==> src/hw/fbo_params.svh <==
// Constants for the parallel flash bus-operation host controller.
// Assumes a single 25 MHz clock; all times below are in nanoseconds.
`ifndef FBO_PARAMS_SVH
`define FBO_PARAMS_SVH

`define FBO_CLK_NS      40
`define FBO_T_ACC_NS    100
`define FBO_T_WP_NS     50
`define FBO_ACC_CYC     ((`FBO_T_ACC_NS + `FBO_CLK_NS - 1) / `FBO_CLK_NS)
`define FBO_WP_CYC      ((`FBO_T_WP_NS + `FBO_CLK_NS - 1) / `FBO_CLK_NS)

`define FBO_ADDR_W      17
`define FBO_DATA_W      8
`define FBO_SECT_LSB    15
`define FBO_A6_BIT      6
`define FBO_PROT_CODE   8'h01
`define FBO_SEL_PROT    2'h2

`endif

==> src/hw/fbo_pkg.sv <==
// Types shared by the flash host controller and its users.
// Widths come from the constants header.
`include "fbo_params.svh"

package fbo_pkg;

    typedef enum logic [1:0] {
        FBO_OP_READ  = 2'h0,
        FBO_OP_WRITE = 2'h1,
        FBO_OP_ID    = 2'h2
    } fbo_op_e;

    typedef struct packed {
        fbo_op_e                   op;
        logic [`FBO_ADDR_W-1:0]    addr;
        logic [`FBO_DATA_W-1:0]    data;
    } fbo_req_s;

    typedef struct packed {
        logic                      done;
        logic [`FBO_DATA_W-1:0]    rdata;
        logic [1:0]                sector;
        logic                      prot;
    } fbo_rsp_s;

endpackage : fbo_pkg

==> src/hw/fbo_host.sv <==
// Host-side controller that drives a 128K x 8 parallel flash over its pins.
// Assumes pin inputs are synchronous to mclk and the high-voltage driver on
// address line 9 is switched by the board from the hv output.
`timescale 1ns/10ps
`include "fbo_params.svh"

module fbo_host #(
    parameter int ACC_CYC = `FBO_ACC_CYC,
    parameter int WP_CYC  = `FBO_WP_CYC
) (
    input  wire logic                     mclk,
    input  wire logic                     arst_n,
    input  wire fbo_pkg::fbo_req_s        req,
    input  wire logic                     req_valid,
    output logic                          req_ready,
    output fbo_pkg::fbo_rsp_s             rsp,
    output logic [`FBO_ADDR_W-1:0]        byte_address_lines,
    output logic                          ce_n,
    output logic                          oe_n,
    output logic                          we_n,
    output logic                          a9_hv,
    input  wire logic [`FBO_DATA_W-1:0]   byte_data_pins_i,
    output logic [`FBO_DATA_W-1:0]        byte_data_pins_o,
    output logic                          byte_data_pins_oe_n
);
    import fbo_pkg::*;

    typedef enum logic [2:0] {
        FBO_ST_IDLE  = 3'h0,
        FBO_ST_SETUP = 3'h1,
        FBO_ST_RD    = 3'h2,
        FBO_ST_WP    = 3'h3,
        FBO_ST_WHOLD = 3'h4,
        FBO_ST_RECOV = 3'h5
    } fbo_state_e;

    localparam logic [7:0] ACC_LAST = 8'(ACC_CYC - 1);
    localparam logic [7:0] WP_LAST  = 8'(WP_CYC - 1);

    // Sector index from the two highest address bits
    function automatic logic [1:0] fbo_sector(input logic [`FBO_ADDR_W-1:0] a);
        fbo_sector = a[`FBO_ADDR_W-1:`FBO_SECT_LSB];
    endfunction : fbo_sector

    // Reset release through two flops; first flop feeds only the second
    logic rst_meta_q;
    logic rst_n_q;
    always_ff @(posedge mclk or negedge arst_n) begin
        if (!arst_n) begin
            rst_meta_q <= 1'b0;
            rst_n_q    <= 1'b0;
        end else begin
            rst_meta_q <= 1'b1;
            rst_n_q    <= rst_meta_q;
        end
    end

    fbo_state_e              state_q;
    logic [7:0]              cnt_q;
    fbo_op_e                 op_q;

    // Request decode
    wire accept   = req_valid && req_ready;
    wire is_id    = (req.op == FBO_OP_ID);
    wire is_write = (op_q == FBO_OP_WRITE);
    wire cnt_zero = (cnt_q == 8'h00);
    // High-voltage selection needs A6 low; the other bits pass as given
    wire [`FBO_ADDR_W-1:0] id_addr = req.addr & ~(`FBO_ADDR_W'(1) << `FBO_A6_BIT);
    wire [`FBO_ADDR_W-1:0] out_addr = is_id ? id_addr : req.addr;
    wire prot_sel = (op_q == FBO_OP_ID)
                    && (byte_address_lines[1:0] == `FBO_SEL_PROT);
    wire prot_hit = prot_sel && (byte_data_pins_i == `FBO_PROT_CODE);

    // Bus-cycle sequencer; every pin comes straight from a flop
    always_ff @(posedge mclk or negedge rst_n_q) begin
        if (!rst_n_q) begin
            state_q             <= FBO_ST_IDLE;
            cnt_q               <= 8'h00;
            op_q                <= FBO_OP_READ;
            req_ready           <= 1'b0;
            rsp                 <= '0;
            byte_address_lines  <= '0;
            ce_n                <= 1'b1;
            oe_n                <= 1'b1;
            we_n                <= 1'b1;
            a9_hv               <= 1'b0;
            byte_data_pins_o    <= '0;
            byte_data_pins_oe_n <= 1'b1;
        end else begin
            rsp.done <= 1'b0;
            case (state_q)
                FBO_ST_IDLE: begin
                    req_ready <= 1'b1;
                    if (accept) begin
                        req_ready          <= 1'b0;
                        op_q               <= req.op;
                        byte_address_lines <= out_addr;
                        byte_data_pins_o   <= req.data;
                        a9_hv              <= is_id;
                        ce_n               <= 1'b0;
                        state_q            <= FBO_ST_SETUP;
                    end
                end
                FBO_ST_SETUP: begin
                    // Address is stable a cycle before strobe or gate falls
                    if (is_write) begin
                        byte_data_pins_oe_n <= 1'b0;
                        we_n                <= 1'b0;
                        cnt_q               <= WP_LAST;
                        state_q             <= FBO_ST_WP;
                    end else begin
                        oe_n    <= 1'b0;
                        cnt_q   <= ACC_LAST;
                        state_q <= FBO_ST_RD;
                    end
                end
                FBO_ST_RD: begin
                    if (cnt_zero) begin
                        rsp.rdata <= byte_data_pins_i;
                        rsp.prot  <= prot_hit;
                        rsp.sector <= fbo_sector(byte_address_lines);
                        oe_n      <= 1'b1;
                        ce_n      <= 1'b1;
                        state_q   <= FBO_ST_RECOV;
                    end else begin
                        cnt_q <= cnt_q - 8'h01;
                    end
                end
                FBO_ST_WP: begin
                    if (cnt_zero) begin
                        we_n    <= 1'b1;
                        state_q <= FBO_ST_WHOLD;
                    end else begin
                        cnt_q <= cnt_q - 8'h01;
                    end
                end
                FBO_ST_WHOLD: begin
                    // Data held one cycle past the strobe rise
                    byte_data_pins_oe_n <= 1'b1;
                    ce_n                <= 1'b1;
                    rsp.sector          <= fbo_sector(byte_address_lines);
                    rsp.prot            <= 1'b0;
                    state_q             <= FBO_ST_RECOV;
                end
                FBO_ST_RECOV: begin
                    a9_hv     <= 1'b0;
                    rsp.done  <= 1'b1;
                    req_ready <= 1'b1;
                    state_q   <= FBO_ST_IDLE;
                end
                default: begin
                    state_q <= FBO_ST_IDLE;
                end
            endcase
        end
    end

    // Helper: length of the current gate-low window
    logic [7:0] oe_len_q;
    always_ff @(posedge mclk or negedge rst_n_q) begin
        if (!rst_n_q) begin
            oe_len_q <= 8'h00;
        end else begin
            oe_len_q <= oe_n ? 8'h00 : oe_len_q + 8'h01;
        end
    end
endmodule : fbo_host

==> config.mk <==
export PLATFORM = sky130hd
export DESIGN_NAME = fbo_host
export DESIGN_NICKNAME = d
export VERILOG_FILES = /design/src/hw/fbo_pkg.sv /design/src/hw/fbo_host.sv
export VERILOG_INCLUDE_DIRS = /design/src /design/src/hw
export SDC_FILE = /design/constraint.sdc
export NUM_CORES = 1
export LEC_CHECK = 0
export BUFFER_PORTS_ARGS = -buffer_cell sky130_fd_sc_hd__clkbuf_2
export CAP_MARGIN = 30
export CORE_ASPECT_RATIO = 2
export CORE_MARGIN = 2
export CORE_UTILIZATION = 50
export DETAILED_ROUTE_END_ITERATION = 8
export PLACE_DENSITY = 0.79
export SLEW_MARGIN = 10
export SYNTH_ARGS = -nofsm -noshare
export SYNTH_HDL_FRONTEND = slang
export SYNTH_SLANG_ARGS = --single-unit
==> constraint.sdc <==
create_clock -name mclk -period 3.86 [get_ports mclk]
set_clock_uncertainty 0.1 [all_clocks]
set_input_delay 0.772 -clock mclk [delete_from_list [all_inputs] [get_ports mclk]]
set_output_delay 0.772 -clock mclk [all_outputs]
set_load 0.02 [all_outputs]
== Word level (Yosys, flattened, before mapping) ==
Cells that the tools add are included.
Operators by class
  add/sub/neg operators: 1
  divide/modulo/power cells: 0
  eq/ne operators: 16
  $mul: 0
  bitwise operators: 0
  shifts and indexed selects: 0
  reductions and logical operators: 23
  magnitude comparators: 0
  mux-type cells: 24
Operator list (number)
  8-bit case mux with 2 select lines: 1
  3-bit case mux with 5 select lines: 1
  3-bit 2-to-1 mux: 4
  2-bit != test (second input constant): 6
  2-bit AND reduction: 6
  3-bit AND reduction: 4
  2-bit nonzero test: 6
  1-bit case mux with 2 select lines: 5
  8-bit by 1-bit equality test with 1-bit output (second input constant): 1
  8-bit logical NOT: 1
  1-bit 2-to-1 mux: 8
  8-bit 2-to-1 mux: 1
  8-bit by 1-bit subtractor with 8-bit output (second input constant): 1
  7-bit 2-to-1 mux: 1
  2-bit equality test (second input constant): 3
  3-bit by 2-bit equality test with 1-bit output (second input constant): 2
  3-bit equality test (second input constant): 2
  3-bit case mux with 2 select lines: 1
  3-bit by 1-bit equality test with 1-bit output (second input constant): 1
  1-bit logical AND: 3
  3-bit logical NOT: 1
  1-bit case mux with 3 select lines: 1
  3-bit nonzero test: 1
  2-bit by 1-bit equality test with 1-bit output (second input constant): 1
  other kinds (2): 2
Word-level totals
  output and inout bits: 43
  latch bits: 0
  flip-flop bits (word level): 58
  bits in read-only memories: 0
  memory bits (writable): 0
  input bits: 38
  memories kept: 0

== Longest topological paths before layout ==
  depth in word-level cells: 5
  depth in mapped cells: 7
  depth with buffers taken out: 6

== Worst setup path after synthesis ==
Ideal clock, no wire load.
  path kind: reg-to-reg
  from: reg cnt_q[0]
  to: reg rsp[3] in the netlist's numbering
  setup time: 125 ps
  required time: 3635 ps
  stages on the path, launching flop included: 7
  setup slack: 1617 ps
  data arrival time: 2018 ps
  cells stage by stage: dfrtp_1 > inv_1 > ha_1 > or3b_2 > or4_4 > buf_6 > mux2_4
Between the ends
  word-level cells in the longest chain between the ends: 2
Ends and longest elaborated chain
  start, declared: line fbo_host.sv:59  | logic [7:0] cnt_q;
  start signal, assigned: line fbo_host.sv:126  | cnt_q <= cnt_q - 8'h01;
  start signal, assigned: line fbo_host.sv:134  | cnt_q <= cnt_q - 8'h01;
  8-bit logical NOT: line fbo_host.sv:66  | wire cnt_zero = (cnt_q == 8'h00);
  2-bit AND reduction (no source line)
  end, declared: line fbo_host.sv:16  | output fbo_pkg::fbo_rsp_s rsp,
No other way between the ends.
A chain may end at the register's enable or synchronous reset.

== Worst setup path in the final report ==
  from: reg cnt_q[0]
  to: reg rsp[1] in the netlist's numbering
Between the ends
  word-level cells in the longest chain between the ends: 3
Ends and longest elaborated chain (line)
  8-bit logical NOT: fbo_host.sv:66
  2-bit != test (no source line)
  2-bit AND reduction (no source line)
No other way between the ends.

==> flow_metrics.tcl <==
set metrics [dict create \
    post_cts.repair.setup_buffers 0 \
    hold_class "in2async" \
    p_seq_frac 0.369 \
    worstPathMaxFanout 12 \
    drv_slew 0 \
    layout_setup_ws_ps 1380 \
    final_cells 337 \
    num_antenna_cells 0 \
    worstSetupStartpointType "flip-flop" \
    fp.dieW_um 53.5 \
    synth-seq-area-share 0.594 \
    synthArstFlopShare 1.00 \
    via_count 1774 \
    leakagePower_nw 1.58 \
    synth_area_leader_cell "dfrtp_1" \
    tritoncts "built" \
    die_area_um2 5520 \
    cts_sinks 58 \
    syn_nets 228 \
    initial_utilization 0.509 \
    cp-end-kind "flip-flop" \
    clock_power_share 0.234 \
    grt_pass1_wl_um 7530 \
    synth-main-ff-cell "dfrtp_1" \
    wl_um 4920 \
    period_minus_slack_ps 2480 \
    dp_slack_ps 1410 \
    arrival_ps 2600 \
    yosysUniqueCellTypes 35 \
    yosys.area_share.adder 0.0102 \
    maxSlewHeadroom 0.551 \
    gp_congestion 0.782 \
    fillers 397 \
    grt_use_total 0.195 \
    avgViaCountPerCell 5.26 \
    dpl.cell_count 321 \
    wl_per_cell_um 14.6 \
    synth_compound_area_frac 0.0551 \
    core_um2 4820 \
    grt_setup_unrepaired "false" \
    final_area_um2 3170 \
    maxCapViolations 0 \
    netlist_instances 188 \
    required_ps 3980 \
    share_comb_of_total_power 0.397 \
    yosysMostFrequentCell "dfrtp_1" \
    cts.reportedPaths.clkPinSlew_ps 60 \
    fp.dieH_um 103 \
    fin_nets 315 \
    cts-root-buf "clkbuf_8" \
    place_hpwl_um 3670 \
    synth_top_family_by_area "multiplexers" \
    fin_crit_sh 0.642 \
    ctsHoldBuffers 0 \
    synthTopCellsByCount "dfrtp_1, mux2_2, nand2_1" \
    clkLatencyLatePin_ps 340 \
    drtAntennaViolNets 0 \
    port_buffers 80 \
    drt-initial-drc-count 20 \
    finalSetupViolCount 0 \
    power_density_nw_per_um2 932 \
    num_io_pins 81 \
    synth.cell_area_um2 2450 \
    synthXorXnorAreaFrac 0 \
    fin_total_pwr_mw 2.96 \
    cts.htree.levels 3 \
    antenna_found_initial 0 \
    crit_type "reg2reg" \
    grt_pass1_vias 1706 \
    finalHoldViolCount 0 \
    row_count 36 \
    vdd_ir_drop_max_mv 0.631 \
    syn_area_per_cell_um2 13.1 \
    synth_edf_count 0 \
    cts-resized-gates 0 \
    fin_hold_ws_ps 108 \
    gr-total-overflow 0 \
    drt_drc_violations_left 0 \
    tns_ps 0 \
    synthTopCellsByArea "dfrtp_1, mux2_2, mux2_4, dfstp_2, mux2i_1" \
    synth-simple-area-share 0.108 \
    ctsLongestPathBuffers 2 \
    tightestPinTransition_ps 673 \
    sw_frac_of_total 0.368 \
    muxShareOfSynthArea 0.208 \
    power.internal_mw 1.87 \
    max_freq_ghz 0.403 \
    dpl_cell_area_um2 2920 \
    area_delta_synth_final_pct 29.3 \
    drtPass1Iterations 6 \
    power.switching_mw 1.09 \
    synth_seq_cells 58 \
    yosysWarnings 0 \
    grt_max_degree 57 \
    cts_inserted_buffers 9 \
    post-route-util 0.658 \
    synth_top_area_frac 0.551 \
    status "complete, no violations" \
    drive_above_1_share 0.521 \
]
[area by class of cell]
type,count,area (µm²),share of cell area
Tap cell,57,71.3,0.0225
Clock buffer,11,151,0.0477
Multi-Input combinational cell,117,946,0.298
Timing Repair Buffer,83,423,0.133
Inverter,6,22.5,0.00710
Clock inverter,5,100,0.0316
Sequential cell,58,1460,0.460
[power by group through the flow]
stage | logic, mW | clock network (mW) | registers (mW)
floorplan | 0.577 | 0 | 1.33
global placement | 1.15 | 0 | 1.09
detailed placement | 1.18 | 0 | 1.10
CTS | 1.19 | 0.705 | 1.09
global route | 1.28 | 0.732 | 1.13
finish | 1.18 | 0.691 | 1.09
[metal layers]
metal	GRT usage	vias up	part of all wire
li1	-	846	-
met1	0.200	862	0.36
met2	0.325	52	0.56
met3	0.0667	14	0.047
met4	0.126	0	0.037
met5	0	-	0
[path summary, 6_finish.rpt]
kind                             from                  end  slack [ps]  cells past startpoint
min reg2reg                rst_meta_q              rst_n_q         260                      0
max in group asynchronous     rst_n_q  byte_data_pins_o[5]        2930                      1
max                          cnt_q[0]               rsp[1]        1380                      6
max reg2reg                  cnt_q[0]               rsp[1]        1380                      6
min                            arst_n              rst_n_q         110                      1
min in group mclk          rst_meta_q              rst_n_q         260                      0
[cell usage in the layout (no fill, tap or decap), types with 2 or more instances in the layout]
cell and n:
mux2i_1 6, a21oi_1 11, or3b_2 2, mux2_2 28, clkinv_2 2, buf_4 3, o21ai_0 4, ha_1 2
nor2_1 6, clkbuf_8 11, bufinv_16 3, nor4_1 4, dfrtp_1 53, mux2_4 9, nand3_1 7, dfstp_2 4
inv_1 6, nand2_1 14, clkbuf_2 80, nor2b_1 3, nand2b_1 3, a31oi_1 2
[cells by family after synthesis]
group,after synthesis
buffers and inverters,13
AOI/OAI and AO/OA,23
DFF,58
muxes,43
and+or+nand+nor,48
adders and majority gates,2
other,1
[flip-flops by register name, indices dropped and copies added, names as in the netlist]
register,flops
rst_n_q,1
byte_data_pins_o,8
op_q,2
oe_n,1
a9_hv,1
req_ready,1
state_q,3
rst_meta_q,1
rsp,12
cnt_q,8
byte_data_pins_oe_n,1
byte_address_lines,17
we_n,1
ce_n,1
[critical path, cell delays in order, from the launching register on]
cell	delay, ps
dfrtp_1	380
inv_1	130
ha_1	170
or3b_2	460
or4_4	620
and2_4	210
mux2_4	300
No activity file was read; power rests on OpenSTA's default activity.
